<file path="config.mk">
export PLATFORM = sky130hd
export DESIGN_NAME = relative_branch_exec_unit
export DESIGN_NICKNAME = d
export VERILOG_FILES = /design/src/shared/branch_unit_pkg.sv /design/src/design/relative_branch_exec_unit.sv
export SDC_FILE = /design/constraint.sdc
export NUM_CORES = 1
export LEC_CHECK = 0
export BUFFER_PORTS_ARGS = -buffer_cell sky130_fd_sc_hd__buf_2
export CORE_MARGIN = 5
export CORE_UTILIZATION = 63
export DETAILED_ROUTE_END_ITERATION = 16
export GPL_ROUTABILITY_DRIVEN = 0
export PLACE_DENSITY = 0.83
export SLEW_MARGIN = 20
export SYNTH_ARGS = -nofsm -noshare
export SYNTH_HDL_FRONTEND = slang
export SYNTH_SLANG_ARGS = --single-unit
export TNS_END_PERCENT = 30
</file>
<file path="constraint.sdc">
create_clock -name clk -period 6.1 [get_ports clk]
set_clock_uncertainty 0.15 [all_clocks]
set_input_delay 1.22 -clock clk [delete_from_list [all_inputs] [get_ports clk]]
set_output_delay 1.22 -clock clk [all_outputs]
set_load 0.1 [all_outputs]
</file>
<file path="src/shared/branch_unit_pkg.sv">
package branch_unit_pkg;

    // register byte offsets on the avalon slave
    localparam logic [3:0] OFS_INSTR = 4'h0;
    localparam logic [3:0] OFS_PC = 4'h4;
    localparam logic [3:0] OFS_FLAGS = 4'h8;
    localparam logic [3:0] OFS_STATUS = 4'hc;

    // flags register bit positions
    localparam int FLG_CARRY = 0;
    localparam int FLG_ZERO = 2;
    localparam int FLG_OVERFLOW = 3;
    localparam int FLG_NEGATIVE = 4;

    // status register bit positions
    localparam int ST_BUSY = 0;
    localparam int ST_DONE = 1;
    localparam int ST_TAKEN = 2;
    localparam int ST_UNKNOWN = 3;
    localparam int ST_CYC_LO = 4;

    // reset values
    localparam logic [15:0] INSTR_RST = 16'h0000;
    localparam logic [4:0] FLAGS_RST = 5'h00;

    // opcode encodings
    localparam logic [7:0] OPC_ON_NEGATIVE = 8'he6;
    localparam logic [7:0] OPC_ON_NO_CARRY = 8'he3;
    localparam logic [7:0] OPC_ON_NON_NEGATIVE = 8'he7;
    localparam logic [7:0] OPC_ON_NO_OVERFLOW = 8'he5;
    localparam logic [7:0] OPC_ON_NONZERO = 8'he1;
    localparam logic [4:0] OPC_ALWAYS = 5'h1a;

    // timing: quarter phases per instruction cycle, bytes per program word
    localparam logic [1:0] LAST_PHASE = 2'h3;
    localparam int WORD_BYTES = 2;
    localparam logic [1:0] CYC_UNTAKEN = 2'h1;
    localparam logic [1:0] CYC_TAKEN = 2'h2;

    typedef enum logic [2:0] {
        KIND_NONE,
        KIND_ON_NEGATIVE,
        KIND_ON_NO_CARRY,
        KIND_ON_NON_NEGATIVE,
        KIND_ON_NO_OVERFLOW,
        KIND_ON_NONZERO,
        KIND_ALWAYS
    } kind_t;

    typedef struct packed {
        logic negative;
        logic overflow;
        logic zero;
        logic carry;
    } flags_t;

endpackage : branch_unit_pkg

</file>
<file path="src/design/relative_branch_exec_unit.sv">
// Overview of operation
// RULE1: taken branch loads pc with incremented pc plus twice the signed offset
// RULE2: untaken conditional branch takes one instruction cycle, taken takes two
// RULE3: q1 decode, q2 read offset, q3 process, q4 write pc if taken; then nop cycle
// RULE4: conditional offset is signed 8-bit, -128..127, doubled before the add
// RULE5: opcode e6 branches when negative is one
// RULE6: opcode e3 branches when carry is zero
// RULE7: opcode e7 branches when negative is zero
// RULE8: opcode e5 branches when overflow is zero
// RULE9: opcode e1 branches when zero is zero
// RULE10: prefix 11010 with 11-bit offset always branches, always two cycles
// RULE11: branch execution leaves all flags unchanged
// RULE12: each branch is one 16-bit word; fall-through is address plus 2
`timescale 1ns/1ps
`default_nettype none

module relative_branch_exec_unit #(
    parameter int PC_W = 21
) (
    input wire logic clk,
    input wire logic rst_n,
    input wire logic ce,
    input wire logic [3:0] avs_address,
    input wire logic avs_read,
    input wire logic avs_write,
    input wire logic [31:0] avs_writedata,
    input wire logic [3:0] avs_byteenable,
    output logic [31:0] avs_readdata,
    output logic avs_waitrequest,
    output logic flushing
);

    typedef enum logic [1:0] {S_IDLE, S_EXEC, S_FLUSH} state_t;

    state_t state_r;
    logic [1:0] phase_r;
    logic [15:0] instr_r;
    logic [PC_W-1:0] pc_r;
    logic [PC_W-1:0] startPc_r;
    logic [PC_W-1:0] offset_r;
    logic [PC_W-1:0] target_r;
    branch_unit_pkg::flags_t flags_r;
    branch_unit_pkg::kind_t kind_r;
    logic taken_r;
    logic done_r;
    logic unknown_r;
    logic [1:0] cycles_r;
    logic waitReq_r;
    logic [31:0] readData_r;
    logic flushing_r;

    logic accept;
    logic wrAck;
    logic start;
    logic busy;
    logic doneSet;
    logic lastPhase;

    function automatic branch_unit_pkg::kind_t decode(input logic [15:0] w);
        branch_unit_pkg::kind_t k;
        k = branch_unit_pkg::KIND_NONE;
        if (w[15:11] == branch_unit_pkg::OPC_ALWAYS) begin
            k = branch_unit_pkg::KIND_ALWAYS; // [RULE10]
        end else begin
            unique case (w[15:8])
                branch_unit_pkg::OPC_ON_NEGATIVE: k = branch_unit_pkg::KIND_ON_NEGATIVE; // [RULE5]
                branch_unit_pkg::OPC_ON_NO_CARRY: k = branch_unit_pkg::KIND_ON_NO_CARRY; // [RULE6]
                branch_unit_pkg::OPC_ON_NON_NEGATIVE: k = branch_unit_pkg::KIND_ON_NON_NEGATIVE; // [RULE7]
                branch_unit_pkg::OPC_ON_NO_OVERFLOW: k = branch_unit_pkg::KIND_ON_NO_OVERFLOW; // [RULE8]
                branch_unit_pkg::OPC_ON_NONZERO: k = branch_unit_pkg::KIND_ON_NONZERO; // [RULE9]
                default: k = branch_unit_pkg::KIND_NONE;
            endcase
        end
        return k;
    endfunction : decode

    function automatic logic condition(input branch_unit_pkg::kind_t k,
                                       input branch_unit_pkg::flags_t f);
        logic c;
        c = 1'b0;
        unique case (k)
            branch_unit_pkg::KIND_ON_NEGATIVE: c = f.negative; // [RULE5]
            branch_unit_pkg::KIND_ON_NO_CARRY: c = !f.carry; // [RULE6]
            branch_unit_pkg::KIND_ON_NON_NEGATIVE: c = !f.negative; // [RULE7]
            branch_unit_pkg::KIND_ON_NO_OVERFLOW: c = !f.overflow; // [RULE8]
            branch_unit_pkg::KIND_ON_NONZERO: c = !f.zero; // [RULE9]
            branch_unit_pkg::KIND_ALWAYS: c = 1'b1; // [RULE10]
            branch_unit_pkg::KIND_NONE: c = 1'b0;
        endcase
        return c;
    endfunction : condition

    function automatic logic [31:0] merge(input logic [31:0] old, input logic [31:0] nw,
                                          input logic [3:0] be);
        logic [31:0] m;
        m = old;
        for (int i = 0; i < 4; i++) begin
            if (be[i]) begin
                m[i*8 +: 8] = nw[i*8 +: 8];
            end
        end
        return m;
    endfunction : merge

    // one wait cycle per access: the answer comes from a flip-flop
    assign accept = ce && (avs_read || avs_write) && waitReq_r;
    assign wrAck = ce && avs_write && !waitReq_r;
    assign busy = (state_r != S_IDLE);
    assign start = wrAck && !busy && (avs_address == branch_unit_pkg::OFS_INSTR);
    assign lastPhase = (phase_r == branch_unit_pkg::LAST_PHASE);
    assign doneSet = ce && lastPhase &&
                     ((state_r == S_FLUSH) || (state_r == S_EXEC && !taken_r));

    always_ff @(posedge clk) begin
        if (!rst_n) begin
            waitReq_r <= 1'b1;
        end else if (accept) begin
            waitReq_r <= 1'b0;
        end else if (ce) begin
            waitReq_r <= 1'b1;
        end
    end

    always_ff @(posedge clk) begin
        if (!rst_n) begin
            readData_r <= 32'h0000_0000;
        end else if (accept) begin
            unique case (avs_address)
                branch_unit_pkg::OFS_INSTR: readData_r <= {16'h0000, instr_r};
                branch_unit_pkg::OFS_PC: readData_r <= 32'(pc_r);
                branch_unit_pkg::OFS_FLAGS: begin
                    readData_r <= 32'h0000_0000;
                    readData_r[branch_unit_pkg::FLG_CARRY] <= flags_r.carry;
                    readData_r[branch_unit_pkg::FLG_ZERO] <= flags_r.zero;
                    readData_r[branch_unit_pkg::FLG_OVERFLOW] <= flags_r.overflow;
                    readData_r[branch_unit_pkg::FLG_NEGATIVE] <= flags_r.negative;
                end
                branch_unit_pkg::OFS_STATUS: begin
                    readData_r <= 32'h0000_0000;
                    readData_r[branch_unit_pkg::ST_BUSY] <= busy;
                    readData_r[branch_unit_pkg::ST_DONE] <= done_r;
                    readData_r[branch_unit_pkg::ST_TAKEN] <= taken_r;
                    readData_r[branch_unit_pkg::ST_UNKNOWN] <= unknown_r;
                    readData_r[branch_unit_pkg::ST_CYC_LO +: 2] <= cycles_r;
                end
                default: readData_r <= 32'h0000_0000;
            endcase
        end
    end

    // instruction register; a write while busy is dropped so the running word stays intact
    always_ff @(posedge clk) begin
        if (!rst_n) begin
            instr_r <= branch_unit_pkg::INSTR_RST;
        end else if (start) begin
            instr_r <= 16'(merge({16'h0000, instr_r}, avs_writedata, avs_byteenable));
        end
    end

    // flags are software state only; execution never writes them
    always_ff @(posedge clk) begin
        if (!rst_n) begin
            flags_r <= '0;
        end else if (wrAck && !busy && avs_address == branch_unit_pkg::OFS_FLAGS
                     && avs_byteenable[0]) begin // [RULE11]
            flags_r.carry <= avs_writedata[branch_unit_pkg::FLG_CARRY];
            flags_r.zero <= avs_writedata[branch_unit_pkg::FLG_ZERO];
            flags_r.overflow <= avs_writedata[branch_unit_pkg::FLG_OVERFLOW];
            flags_r.negative <= avs_writedata[branch_unit_pkg::FLG_NEGATIVE];
        end
    end

    always_ff @(posedge clk) begin
        if (!rst_n) begin
            state_r <= S_IDLE;
            phase_r <= 2'h0;
        end else if (ce) begin
            unique case (state_r)
                S_IDLE: begin
                    phase_r <= 2'h0;
                    if (start) begin
                        state_r <= S_EXEC;
                    end
                end
                S_EXEC: begin
                    phase_r <= phase_r + 2'h1;
                    if (lastPhase) begin
                        state_r <= taken_r ? S_FLUSH : S_IDLE; // [RULE2]
                    end
                end
                S_FLUSH: begin
                    phase_r <= phase_r + 2'h1;
                    if (lastPhase) begin
                        state_r <= S_IDLE; // [RULE3]
                    end
                end
            endcase
        end
    end

    // q1 decode, q2 offset literal, q3 target and condition
    always_ff @(posedge clk) begin
        if (!rst_n) begin
            kind_r <= branch_unit_pkg::KIND_NONE;
            offset_r <= '0;
            target_r <= '0;
            taken_r <= 1'b0;
        end else if (ce && state_r == S_EXEC) begin
            unique case (phase_r)
                2'h0: begin
                    kind_r <= decode(instr_r); // [RULE3]
                    taken_r <= 1'b0;
                end
                2'h1: begin
                    if (kind_r == branch_unit_pkg::KIND_ALWAYS) begin
                        offset_r <= PC_W'(signed'(instr_r[10:0])); // [RULE10]
                    end else begin
                        offset_r <= PC_W'(signed'(instr_r[7:0])); // [RULE4]
                    end
                end
                2'h2: begin
                    target_r <= pc_r + PC_W'({offset_r, 1'b0}); // [RULE1]
                    taken_r <= condition(kind_r, flags_r);
                end
                2'h3: begin
                    taken_r <= taken_r;
                end
            endcase
        end
    end

    // program counter: fetch increment in q1, target load in q4 only when taken
    always_ff @(posedge clk) begin
        if (!rst_n) begin
            pc_r <= '0;
            startPc_r <= '0;
        end else if (ce) begin
            if (wrAck && !busy && avs_address == branch_unit_pkg::OFS_PC) begin
                pc_r <= PC_W'(merge(32'(pc_r), avs_writedata, avs_byteenable));
            end else if (state_r == S_EXEC && phase_r == 2'h0) begin
                startPc_r <= pc_r;
                pc_r <= pc_r + PC_W'(branch_unit_pkg::WORD_BYTES); // [RULE12]
            end else if (state_r == S_EXEC && lastPhase && taken_r) begin
                pc_r <= target_r; // [RULE1]
            end
        end
    end

    // done is sticky; a completion in the same cycle as its clear wins
    always_ff @(posedge clk) begin
        if (!rst_n) begin
            done_r <= 1'b0;
            unknown_r <= 1'b0;
            cycles_r <= 2'h0;
        end else if (ce) begin
            if (doneSet) begin
                done_r <= 1'b1;
                unknown_r <= (kind_r == branch_unit_pkg::KIND_NONE);
                cycles_r <= taken_r ? branch_unit_pkg::CYC_TAKEN
                                    : branch_unit_pkg::CYC_UNTAKEN; // [RULE2]
            end else if (wrAck && avs_address == branch_unit_pkg::OFS_STATUS
                         && avs_writedata[branch_unit_pkg::ST_DONE]) begin
                done_r <= 1'b0;
            end
        end
    end

    always_ff @(posedge clk) begin
        if (!rst_n) begin
            flushing_r <= 1'b0;
        end else if (ce) begin
            flushing_r <= (state_r == S_EXEC && lastPhase && taken_r) ||
                          (state_r == S_FLUSH && !lastPhase); // [RULE3]
        end
    end

    assign avs_waitrequest = waitReq_r;
    assign avs_readdata = readData_r;
    assign flushing = flushing_r;

    property p_target;
        @(posedge clk) disable iff (!rst_n)
        (ce && state_r == S_EXEC && lastPhase && taken_r) |=>
            (pc_r == $past(startPc_r) + PC_W'(2) + PC_W'({$past(offset_r), 1'b0}));
    endproperty
    a_target: assert property (p_target) else $error("taken pc is not pc+2+2n"); // [RULE1]

    property p_cycles;
        @(posedge clk) disable iff (!rst_n)
        (ce && doneSet) |=> (cycles_r == ($past(taken_r) ? 2'h2 : 2'h1));
    endproperty
    a_cycles: assert property (p_cycles) else $error("cycle count mismatch"); // [RULE2]

    property p_flush_nop;
        @(posedge clk) disable iff (!rst_n)
        (state_r == S_FLUSH) |=> ($stable(pc_r) && $stable(flags_r));
    endproperty
    a_flush_nop: assert property (p_flush_nop) else $error("flush cycle changed state"); // [RULE3]

    property p_offset_range;
        @(posedge clk) disable iff (!rst_n)
        (state_r == S_EXEC && phase_r == 2'h2 && kind_r != branch_unit_pkg::KIND_ALWAYS) |->
            ($signed(offset_r) >= -128 && $signed(offset_r) <= 127);
    endproperty
    a_offset_range: assert property (p_offset_range) else $error("offset out of range"); // [RULE4]

    property p_neg;
        @(posedge clk) disable iff (!rst_n)
        (state_r == S_EXEC && lastPhase && kind_r == branch_unit_pkg::KIND_ON_NEGATIVE) |->
            (taken_r == flags_r.negative);
    endproperty
    a_neg: assert property (p_neg) else $error("negative branch wrong"); // [RULE5]

    property p_nocarry;
        @(posedge clk) disable iff (!rst_n)
        (state_r == S_EXEC && lastPhase && kind_r == branch_unit_pkg::KIND_ON_NO_CARRY) |->
            (taken_r == !flags_r.carry);
    endproperty
    a_nocarry: assert property (p_nocarry) else $error("no-carry branch wrong"); // [RULE6]

    property p_nonneg;
        @(posedge clk) disable iff (!rst_n)
        (state_r == S_EXEC && lastPhase && kind_r == branch_unit_pkg::KIND_ON_NON_NEGATIVE) |->
            (taken_r == !flags_r.negative);
    endproperty
    a_nonneg: assert property (p_nonneg) else $error("non-negative branch wrong"); // [RULE7]

    property p_noov;
        @(posedge clk) disable iff (!rst_n)
        (state_r == S_EXEC && lastPhase && kind_r == branch_unit_pkg::KIND_ON_NO_OVERFLOW) |->
            (taken_r == !flags_r.overflow);
    endproperty
    a_noov: assert property (p_noov) else $error("no-overflow branch wrong"); // [RULE8]

    property p_nz;
        @(posedge clk) disable iff (!rst_n)
        (state_r == S_EXEC && lastPhase && kind_r == branch_unit_pkg::KIND_ON_NONZERO) |->
            (taken_r == !flags_r.zero);
    endproperty
    a_nz: assert property (p_nz) else $error("nonzero branch wrong"); // [RULE9]

    property p_always;
        @(posedge clk) disable iff (!rst_n)
        (ce && state_r == S_EXEC && lastPhase && kind_r == branch_unit_pkg::KIND_ALWAYS) |=>
            (state_r == S_FLUSH);
    endproperty
    a_always: assert property (p_always) else $error("always branch not taken"); // [RULE10]

    property p_flags_kept;
        @(posedge clk) disable iff (!rst_n)
        busy |=> $stable(flags_r);
    endproperty
    a_flags_kept: assert property (p_flags_kept) else $error("flags changed by branch"); // [RULE11]

    property p_fallthrough;
        @(posedge clk) disable iff (!rst_n)
        (ce && state_r == S_EXEC && lastPhase && !taken_r) |=>
            (pc_r == $past(startPc_r) + PC_W'(2));
    endproperty
    a_fallthrough: assert property (p_fallthrough) else $error("fall-through pc wrong"); // [RULE12]

    c_taken: cover property (@(posedge clk) disable iff (!rst_n)
        (state_r == S_EXEC && lastPhase && taken_r) ##1 (state_r == S_FLUSH));
    c_untaken: cover property (@(posedge clk) disable iff (!rst_n)
        (state_r == S_EXEC && lastPhase && !taken_r && kind_r != branch_unit_pkg::KIND_NONE));
    c_always: cover property (@(posedge clk) disable iff (!rst_n)
        (kind_r == branch_unit_pkg::KIND_ALWAYS && state_r == S_FLUSH));
    c_backward: cover property (@(posedge clk) disable iff (!rst_n)
        (state_r == S_EXEC && phase_r == 2'h3 && taken_r && offset_r[PC_W-1]));

endmodule : relative_branch_exec_unit

`default_nettype wire

</file>
==> out/qor.tcl, run 1 <==
set qor(finalInstanceArea_um2) 6620
set qor(regArea_um2) 2160
set qor(syn_area_um2) 6220
set qor(io_pins) 79
set qor(post-synth-top-count-cell) {nand2_1}
set qor(place.detailed.hpwl_um) 12300
set qor(status) {finished, final reports clean}
set qor(setup.worst_path.start) {avs_address[2]}
set qor(cts_htree_levels) 3
set qor(maxCapViolations) 0
set qor(antenna_cells) 0
set qor(critical_path_required_ps) 6220
set qor(worstHoldStart) {target_r[0]}
set qor(postSynth.topFlopCell) {dfxtp_1}
set qor(finalMaxSlewViolations) 0
set qor(grt_use_total) 0.291
set qor(power_density_nw_per_um2) 198
set qor(final_antenna_net_count) 0
set qor(die_width_um) 109
set qor(detail_route.first_pass.iterations) 6
set qor(sequential_fraction_of_the_synthesis_area) 0.348
set qor(worst_pin_slew_ps) 1020
set qor(number_of_global_route_vias_before_repair) 5560
set qor(crit_chain) {buf_2 > nor4b_4 > nand2_1 > nand2_2 > nor2_1 > a221oi_1 > o21ai_1}
set qor(multiInputGateArea_um2) 3750
set qor(cts_num_sinks) 108
set qor(maximum_number_of_pins_on_one_net_before_global_route_repair) 62
set qor(postCtsResizedCells) 0
set qor(place_ws_ps) 1860
set qor(timing.critical_path.fanout_max) 29
set qor(post-route-period-util) 0.637
set qor(clk_latency_ps) 380
set qor(setup_slack_ps) 2210
set qor(critical_path.top_delay_family) {simple AND/OR/NAND/NOR gates}
set qor(grt_setup_unrepaired) {no}
set qor(ff2ff_setup_slack_ps) 3260
set qor(area_of_the_core_um2) 9680
set qor(synth.lib_cells_used.distinct) 74
set qor(synth_register_bits) 108
set qor(grt_antenna_before_repair) 0
set qor(synth_instances) 776
set qor(report.final.setup_viol) 0
set qor(top_cell_types_by_occurrence_after_synthesis) {nand2_1 (110), dfxtp_1 (108), a21oi_1 (87)}
set qor(fin_worst_hold_slack_ps) 309
set qor(critical_path.reg2reg.startpoint) {state_r[1]}
set qor(critPathMaxStageDelay_ps) 790
set qor(synth.avg_cell_area_um2) 8.02
set qor(postRouteWirelength_um) 17100
set qor(clkTransAtPathRegs_ps) 100
set qor(grt_first_pass_wirelength_um) 28000
set qor(clock-root-buffer) {clkbuf_8}
set qor(layout_utilization) 0.683
set qor(fmax_mhz) 257
set qor(placement.io_buffers) 55
set qor(floorplan.rows) 36
set qor(post_dp_cell_area_um2) 6420
set qor(grt-ovfl-total) 0
set qor(post-route-drc-count) 0
set qor(start_util) 0.642
set qor(dr_total_vias) 6072
set qor(yosys.area_share.simple) 0.224
set qor(layout.filler_cells) 782
set qor(yosysWarnings) 0
set qor(finish.net_count) 870
set qor(finalSetupTns_ps) 0
set qor(drt_iter0_drc) 845
set qor(critical_path_arrival_ps) 4010
set qor(asyncSetResetFlopFracSynth) 0
set qor(routed_wire_length_per_instance_um) 18.3
set qor(synth_largest_type_area_fraction) 0.348
set qor(synth_compound_gate_area_share) 0.258
set qor(final_layout_size_suffix_gt1_frac) 0.122
set qor(mean_number_of_vias_per_cell) 6.49
set qor(power.leakage_nw) 2.50
set qor(worst-setup-path-type) {in2reg}
set qor(cts_buffer_depth) 2
set qor(critical_path.endpoint_type) {register}
set qor(synthMuxAreaShare) 0.0322
set qor(design.die.area_um2) 12000
set qor(post-synth-top-area-cell) {dfxtp_1}
set qor(chipHeight_um) 109
set qor(cts_hold_repair.buffers) 0
set qor(timing.final.hold_violations) 0
set qor(synth_edf_count) 0
set qor(critical_path_buf_inv_count) 1
set qor(irDropWorstVdd_v) 0.000150
set qor(hp-class) {reg2reg}
set qor(critical_path.slowest_cell) {nand2_1}
set qor(synth_xor_area_frac) 0.0239
set qor(combinational_family_with_the_most_area_after_synthesis) {compound AO/OA/AOI/OAI gates}
set qor(tritoncts) {yes}
set qor(timing.max_slew.rel_slack) 0.321
set qor(crit_path_start_kind) {primary input}
set qor(numCtsBuffers) 9
set qor(synth.area.top_cells) {dfxtp_1 (35%), a21oi_1 (7.0%), nand2_1 (6.6%), ha_1 (5.4%), nand3_1 (3.9%)}
set qor(post-cts-setup-buffer-count) 0
set qor(min_period_ps) 3890
set qor(post_synth_fa_ha_maj_area_fraction) 0.0575
set qor(area_delta_synth_final_pct) 6.38
-- power by group --
part	internal, W	leakage, nW	switching [W]	total, W
registers	0.000711	0.872	0.00000340	0.000714
clock network	0.000193	0.0975	0.000264	0.000457
logic	0.0000233	1.53	0.000115	0.000139
-- sequential cells by signal (all words and copies together), names as in the netlist --
| name | count |
|---|---|
| cycles_r | 2 |
| avs_readdata | 21 |
| pc_r | 21 |
| avs_waitrequest | 1 |
| offset_r | 11 |
| unknown_r | 1 |
| phase_r | 2 |
| done_r | 1 |
| target_r | 21 |
| state_r | 2 |
| kind_r | 3 |
| flushing | 1 |
| taken_r | 1 |
| instr_r | 16 |
| flags_r | 4 |
-- worst paths after layout --
check | to | depth (start not counted)
max | pc_r[20] | 7
min | target_r[0] | 2
max reg2reg | pc_r[20] | 8
min reg2reg | target_r[0] | 2
-- routing by layer --
metal | up-vias | global-route usage | routed length, um
met5 | - | 0 | 0
met4 | 0 | 0.0766 | 366
met3 | 42 | 0.0617 | 1770
met2 | 385 | 0.462 | 7810
met1 | 2782 | 0.403 | 7160
li1 | 2863 | - | -
-- cells by family (layout without fill, tap and decap cells) --
group | count (synthesis) | after routing
simple gates | 293 | 293
compound gates | 244 | 244
xor+xnor | 17 | 17
mux | 15 | 15
flops | 108 | 108
fa+ha+maj | 28 | 28
other cells | 1 | 11
buf+inv | 70 | 86
-- through the flow --
step                      instances  total power [W]
after floorplan                 786         0.000844
after global placement          919         0.000866
after detailed placement        919         0.000867
after CTS                       935          0.00131
after global routing            935          0.00135
final                           935          0.00131
-- final cells by class --
type	instances	area share
Clock buffer	9	0.0187
Clock inverter	7	0.0113
Tap cell	133	0.0251
Timing Repair Buffer	58	0.0450
Inverter	12	0.00681
Sequential cell	108	0.327
Multi-Input combinational cell	608	0.566
-- worst reg2reg max path: cells and delay by family, from the launching register on --
kind / cells / cell delay [ps]
AND/OR/NAND/NOR: 4 / 1510
AO/OA/AOI/OAI: 2 / 390
flip-flops: 1 / 330
buffers and inverters: 1 / 100
adder cells (fa/ha/maj): 1 / 260
-- cells in the final DEF (no fill, tap or decap), types with 5 or more instances in the layout --
cell type	instances
nand2_1	110
dfxtp_1	108
a21oi_1	87
nor2_1	58
buf_2	55
nand3_1	49
o21ai_0	37
ha_1	27
nor3_1	20
o211ai_1	15
a22oi_1	12
a221oi_1	12
xnor2_1	12
mux2i_1	11
and3_1	11
a21o_1	11
inv_1	11
conb_1	11
and2_1	9
clkbuf_8	9
a211oi_1	8
o21a_1	8
and4_1	7
nor4_1	6
o21ai_1	6
xor2_1	5
a211oi_2	5
(Power assumes the default switching activity.)
==> run 2, diff against run 1 <==
--- a/config.mk
+++ b/config.mk
@@ -7,10 +7,10 @@
 export LEC_CHECK = 0
 export BUFFER_PORTS_ARGS = -buffer_cell sky130_fd_sc_hd__buf_2
 export CORE_MARGIN = 5
-export CORE_UTILIZATION = 63
+export CORE_UTILIZATION = 53
 export DETAILED_ROUTE_END_ITERATION = 16
 export GPL_ROUTABILITY_DRIVEN = 0
-export PLACE_DENSITY = 0.83
+export PLACE_DENSITY = 0.74
 export SLEW_MARGIN = 20
 export SYNTH_ARGS = -nofsm -noshare
 export SYNTH_HDL_FRONTEND = slang
==> constraint.sdc (replaced) <==
create_clock -name clk -period 3.3 [get_ports clk]
set_clock_uncertainty 0.15 [all_clocks]
set_input_delay 0.66 -clock clk [delete_from_list [all_inputs] [get_ports clk]]
set_output_delay 0.66 -clock clk [all_outputs]
set_load 0.1 [all_outputs]
==> run 2 against run 1 <==
- first-iteration DRC count decreased by 5.0%
- sequential share of layout area is 1.0 points lower
- via count fell by 0.74%
- non-clock buffer count increased by 12
- global-route usage shrank 4.9 points
==> out/qor.tcl, run 2 (same netlist as run 1, synthesis figures left out) <==
set qor(postRouteWirelength_um) 17400
set qor(clock-root-buffer) {clkbuf_16}
set qor(io_pins) 79
set qor(critical_path.top_delay_family) {compound AO/OA/AOI/OAI gates}
set qor(final_antenna_net_count) 0
set qor(routed_wire_length_per_instance_um) 18.2
set qor(irDropWorstVdd_v) 0.000370
set qor(area_delta_synth_final_pct) 9.75
set qor(timing.final.hold_violations) 0
set qor(post-route-period-util) 0.811
set qor(report.final.setup_viol) 0
set qor(critical_path_arrival_ps) 2760
set qor(min_delay_worst_endpoint) {target_r[2]}
set qor(mean_number_of_vias_per_cell) 6.30
set qor(grt-ovfl-total) 0
set qor(clk_latency_ps) 360
set qor(critical_path_buf_inv_count) 0
set qor(met3RoutedLength_um) 1290
set qor(cts_num_sinks) 108
set qor(number_of_global_route_vias_before_repair) 5577
set qor(antenna_cells) 0
set qor(grt_antenna_before_repair) 0
set qor(fmax_mhz) 373
set qor(critical_path.endpoint_type) {register}
set qor(critical_path.slowest_cell) {fa_1}
set qor(critical_path_required_ps) 3390
set qor(crit_chain) {ha_1 > fa_1 > a21o_1 > a221oi_2 > a21oi_1 > o31ai_1 > xor2_1 > o21ai_0}
set qor(maxCapViolations) 0
set qor(crit_path_start_kind) {register}
set qor(grt_first_pass_wirelength_um) 28600
set qor(finish.net_count) 882
set qor(die_width_um) 118
set qor(grt_use_total) 0.242
set qor(timing.max_slew.rel_slack) 0.383
set qor(dp.cells) 941
set qor(setup.worst_path.start) {pc_r[1]}
set qor(top_layer_used) {met4}
set qor(grt_setup_unrepaired) {no}
set qor(worst-setup-path-type) {reg2reg}
set qor(tritoncts) {yes}
set qor(placement.io_buffers) 55
set qor(critical_path.reg2reg.startpoint) {pc_r[1]}
set qor(design.die.area_um2) 14000
set qor(final_layout_size_suffix_gt1_frac) 0.135
set qor(area_of_the_core_um2) 11500
set qor(floorplan.rows) 39
set qor(start_util) 0.542
set qor(min_path_cells) 2
set qor(chipHeight_um) 118
set qor(cts_hold_repair.buffers) 0
set qor(clkTransAtPathRegs_ps) 80
set qor(hp-class) {reg2reg}
set qor(cts_htree_levels) 3
set qor(met2_routed_wirelength_um) 7920
set qor(detail_route.first_pass.iterations) 5
set qor(layoutNonFillerInstCount) 957
set qor(worst-r2r-cell-count) 8
set qor(power.leakage_nw) 2.60
set qor(numCtsBuffers) 9
set qor(power_density_nw_per_um2) 398
set qor(worst_pin_slew_ps) 924
set qor(finalSetupTns_ps) 0
set qor(dr_total_vias) 6027
set qor(post-cts-setup-buffer-count) 0
set qor(critPathMaxStageDelay_ps) 420
set qor(layout_common_cells) {nand2_1 (110), dfxtp_1 (108), a21oi_1 (87), nor2_1 (58), buf_2 (55)}
set qor(min_period_ps) 2680
set qor(drt_iter0_drc) 803
set qor(maximum_number_of_pins_on_one_net_before_global_route_repair) 50
set qor(postCtsResizedCells) 0
set qor(ff2ff_setup_slack_ps) 620
set qor(finalMaxSlewViolations) 0
set qor(status) {finished, final reports clean}
set qor(regToRegEndpoint) {target_r[17]}
set qor(post-route-drc-count) 0
set qor(worstHoldStart) {target_r[2]}
set qor(place.detailed.hpwl_um) 12800
set qor(met1Wirelength_um) 7780
set qor(cts_buffer_depth) 2
set qor(timing.critical_path.fanout_max) 7
set qor(final_common_cell) {nand2_1}
run 2: cell types whose count changed in the layout (fill, tap and decap cells not counted):
cell | before | now
buf_4 | 3 | 15
clkbuf_16 | 0 | 9
clkbuf_8 | 9 | 0
clkinv_2 | 2 | 0
clkinv_4 | 0 | 2
inv_6 | 1 | 3
clkinvlp_4 | 2 | 1
inv_8 | 1 | 0
run 2: area by class of cell:
type | instances | area [um2]
timing repair buffer | 70 | 388
clock buffer | 9 | 225
multi-input combinational | 608 | 3750
sequential | 108 | 2160
inverter | 12 | 45.0
tap | 143 | 179
fill | 1035 | 4640
clock inverter | 7 | 81.3
run 2: how the worst max path moves through the flow:
stage              endpoint  cells past startpoint
3_5_place_dp    instr_r[12]                      8
3_3_place_gp    instr_r[14]                      8
4_1_cts        target_r[17]                      8
5_1_grt        target_r[17]                      8
6_report       target_r[17]                      8
2_1_floorplan      pc_r[20]                      7
run 2: stage by stage:
stage | setup slack (ps) | utilization | instance area (um2) | hold slack, ps | power, W
after floorplan | 877 | - | 6260 | 282 | 0.00156
after global placement | 611 | 0.569 | 6520 | 289 | 0.00161
after detailed placement | 597 | 0.569 | 6520 | 297 | 0.00161
after CTS | 598 | 0.595 | 6830 | 309 | 0.00271
after global routing | 507 | 0.595 | 6830 | 328 | 0.00279
final | 622 | 0.595 | 6830 | 309 | 0.00272
run 2: per-layer routing:
| metal | global-route usage | vias to the layer above |
|---|---|---|
| met5 | 0 | - |
| li1 | - | 2878 |
| met4 | 0.0846 | 0 |
| met3 | 0.0296 | 35 |
| met2 | 0.381 | 279 |
| met1 | 0.343 | 2835 |
run 2: power breakdown:
group | switching [W] | leakage [nW] | internal (W)
Sequential | 0.00000601 | 0.872 | 0.00131
Combinational | 0.000217 | 1.59 | 0.0000462
Clock | 0.000534 | 0.147 | 0.000601
run 2: tightest hold or removal path, cell delays in order, from the launching register on:
cell and delay (ps):
dfxtp_1 310, nand2_1 50, a21oi_1 50
==> run 3, diff against run 2 <==
--- a/config.mk
+++ b/config.mk
@@ -7,10 +7,10 @@
 export LEC_CHECK = 0
 export BUFFER_PORTS_ARGS = -buffer_cell sky130_fd_sc_hd__buf_2
 export CORE_MARGIN = 5
-export CORE_UTILIZATION = 53
+export CORE_UTILIZATION = 59
 export DETAILED_ROUTE_END_ITERATION = 16
 export GPL_ROUTABILITY_DRIVEN = 0
-export PLACE_DENSITY = 0.74
+export PLACE_DENSITY = 0.78
 export SLEW_MARGIN = 20
 export SYNTH_ARGS = -nofsm -noshare
 export SYNTH_HDL_FRONTEND = slang
==> constraint.sdc (replaced) <==
create_clock -name clk -period 2.5 [get_ports clk]
set_clock_uncertainty 0.15 [all_clocks]
set_input_delay 0.5 -clock clk [delete_from_list [all_inputs] [get_ports clk]]
set_output_delay 0.5 -clock clk [all_outputs]
set_load 0.1 [all_outputs]
==> run 3 against run 2 <==
- via count grew 2.8%
- setup slack worse by 520 ps
- maximum frequency is 12% higher
- worst hold slack worse by 66 ps
- sequential power is 32% higher
- wire length increased by 2.1%
- register-to-register slack worse by 520 ps
- clock-buffer cell count unchanged
- sequential cell count unchanged
==> out/qor.tcl, run 3 (same netlist as run 1, synthesis figures left out) <==
set qor(number_of_global_route_vias_before_repair) 5842
set qor(critical_path_arrival_ps) 2530
set qor(multiInputGateArea_um2) 3770
set qor(floorplan.rows) 37
set qor(worst_pin_slew_ps) 705
set qor(cts_htree_levels) 3
set qor(area_of_the_core_um2) 10300
set qor(post-cts-setup-buffer-count) 0
set qor(placement.io_buffers) 55
set qor(report.final.setup_viol) 0
set qor(power_w) 0.00320
set qor(finalMaxSlewViolations) 0
set qor(place_ws_ps) 51.0
set qor(post-route-period-util) 0.960
set qor(io_pins) 79
set qor(power.leakage_nw) 2.70
set qor(maxCapViolations) 0
set qor(dp.cells) 962
set qor(area_delta_synth_final_pct) 11.7
set qor(finish.net_count) 910
set qor(clock-root-buffer) {clkbuf_8}
set qor(dr_total_vias) 6197
set qor(tritoncts) {yes}
set qor(power_density_nw_per_um2) 461
set qor(setup_slack_ps) 98.9
set qor(timing.max_slew.rel_slack) 0.528
set qor(min_period_ps) 2400
set qor(clk_latency_ps) 390
set qor(clkTransAtPathRegs_ps) 110
set qor(detail_route.first_pass.iterations) 5
set qor(layoutNonFillerInstCount) 978
set qor(cts_num_sinks) 108
set qor(chipHeight_um) 113
set qor(layout_common_cells) {nand2_1 (108), dfxtp_1 (107), a21oi_1 (86), nor2_1 (58), buf_2 (55)}
set qor(crit_path_start_kind) {register}
set qor(routed_wire_length_per_instance_um) 18.2
set qor(drt_iter0_drc) 656
set qor(status) {finished, final reports clean}
set qor(hp-class) {in2reg}
set qor(fmax_mhz) 416
set qor(final_common_cell) {nand2_1}
set qor(antenna_cells) 0
set qor(grt_setup_unrepaired) {yes}
set qor(design.die.area_um2) 12700
set qor(die_width_um) 113
set qor(irDropWorstVdd_v) 0.000347
set qor(post-route-drc-count) 0
set qor(fin_worst_hold_slack_ps) 243
set qor(timing.final.hold_violations) 0
set qor(maximum_number_of_pins_on_one_net_before_global_route_repair) 48
set qor(critical_path.endpoint_type) {register}
set qor(timing.critical_path.fanout_max) 3
set qor(place.detailed.hpwl_um) 13300
set qor(postRouteWirelength_um) 17800
set qor(regArea_um2) 2160
set qor(mean_number_of_vias_per_cell) 6.34
set qor(final_antenna_net_count) 0
set qor(grt_antenna_before_repair) 0
set qor(layout_utilization) 0.673
set qor(worst-setup-path-type) {reg2reg}
set qor(final_layout_size_suffix_gt1_frac) 0.171
set qor(grt_first_pass_wirelength_um) 29600
set qor(layout.filler_cells) 847
set qor(start_util) 0.603
set qor(numCtsBuffers) 9
set qor(grt-ovfl-total) 0
set qor(cts_buffer_depth) 2
set qor(critical_path_required_ps) 2630
set qor(grt_use_total) 0.282
run 3: layer usage:
| layer | wire length, um | share of wire | global-route usage | up-vias |
|---|---|---|---|---|
| met5 | 0 | 0 | 0 | - |
| met4 | 314 | 0.018 | 0.0777 | 0 |
| met3 | 1610 | 0.090 | 0.0518 | 27 |
| met1 | 7660 | 0.43 | 0.392 | 2876 |
| li1 | - | - | - | 2950 |
| met2 | 8190 | 0.46 | 0.451 | 344 |
run 3: through the flow:
stage / TNS [ps] / area [um2]
CTS: 0 / 6920
floorplan: 0 / 6260
global placement: 0 / 6720
global route: -31.1 / 6950
detailed placement: 0 / 6720
finish: 0 / 6950
run 3: layout make-up:
| class | instances | share of cell area |
|---|---|---|
| clock buffer | 9 | 0.0178 |
| clock inverter | 7 | 0.0106 |
| inverter | 12 | 0.00648 |
| multi-input combinational | 608 | 0.543 |
| sequential | 108 | 0.311 |
| tap | 136 | 0.0245 |
| timing repair buffer | 98 | 0.0861 |
run 3: path summary, 6_finish.rpt:
kind / from / slack (ps) / cells past startpoint / endpoint
hold / removal: avs_writedata[8] / 240 / 3 / instr_r[8]
setup / recovery: pc_r[1] / 100 / 8 / target_r[17]
setup reg to reg: pc_r[1] / 100 / 8 / target_r[17]
hold reg to reg: target_r[0] / 310 / 2 / target_r[0]
run 3: worst max-delay path: stages, from the launching register on:
cell and delay, ps:
dfxtp_1 340, ha_1 220, fa_1 420, a21o_1 220, a221oi_2 310, a21oi_2 130
o31ai_2 250, xor2_1 180, o21ai_0 90
run 3: timing repair:
item | CTS | global route
setup endpoints to repair | 0 | 11
hold buffers | 0 | 0
gates resized for setup | 0 | 10
run 3: where the power goes:
group	total, W	leakage (nW)	internal, W	switching [W]
Clock	0.00111	0.100	0.000469	0.000638
Combinational	0.000351	1.73	0.0000653	0.000286
Sequential	0.00174	0.872	0.00173	0.00000766
Total	0.00320	2.70	0.00227	0.000932
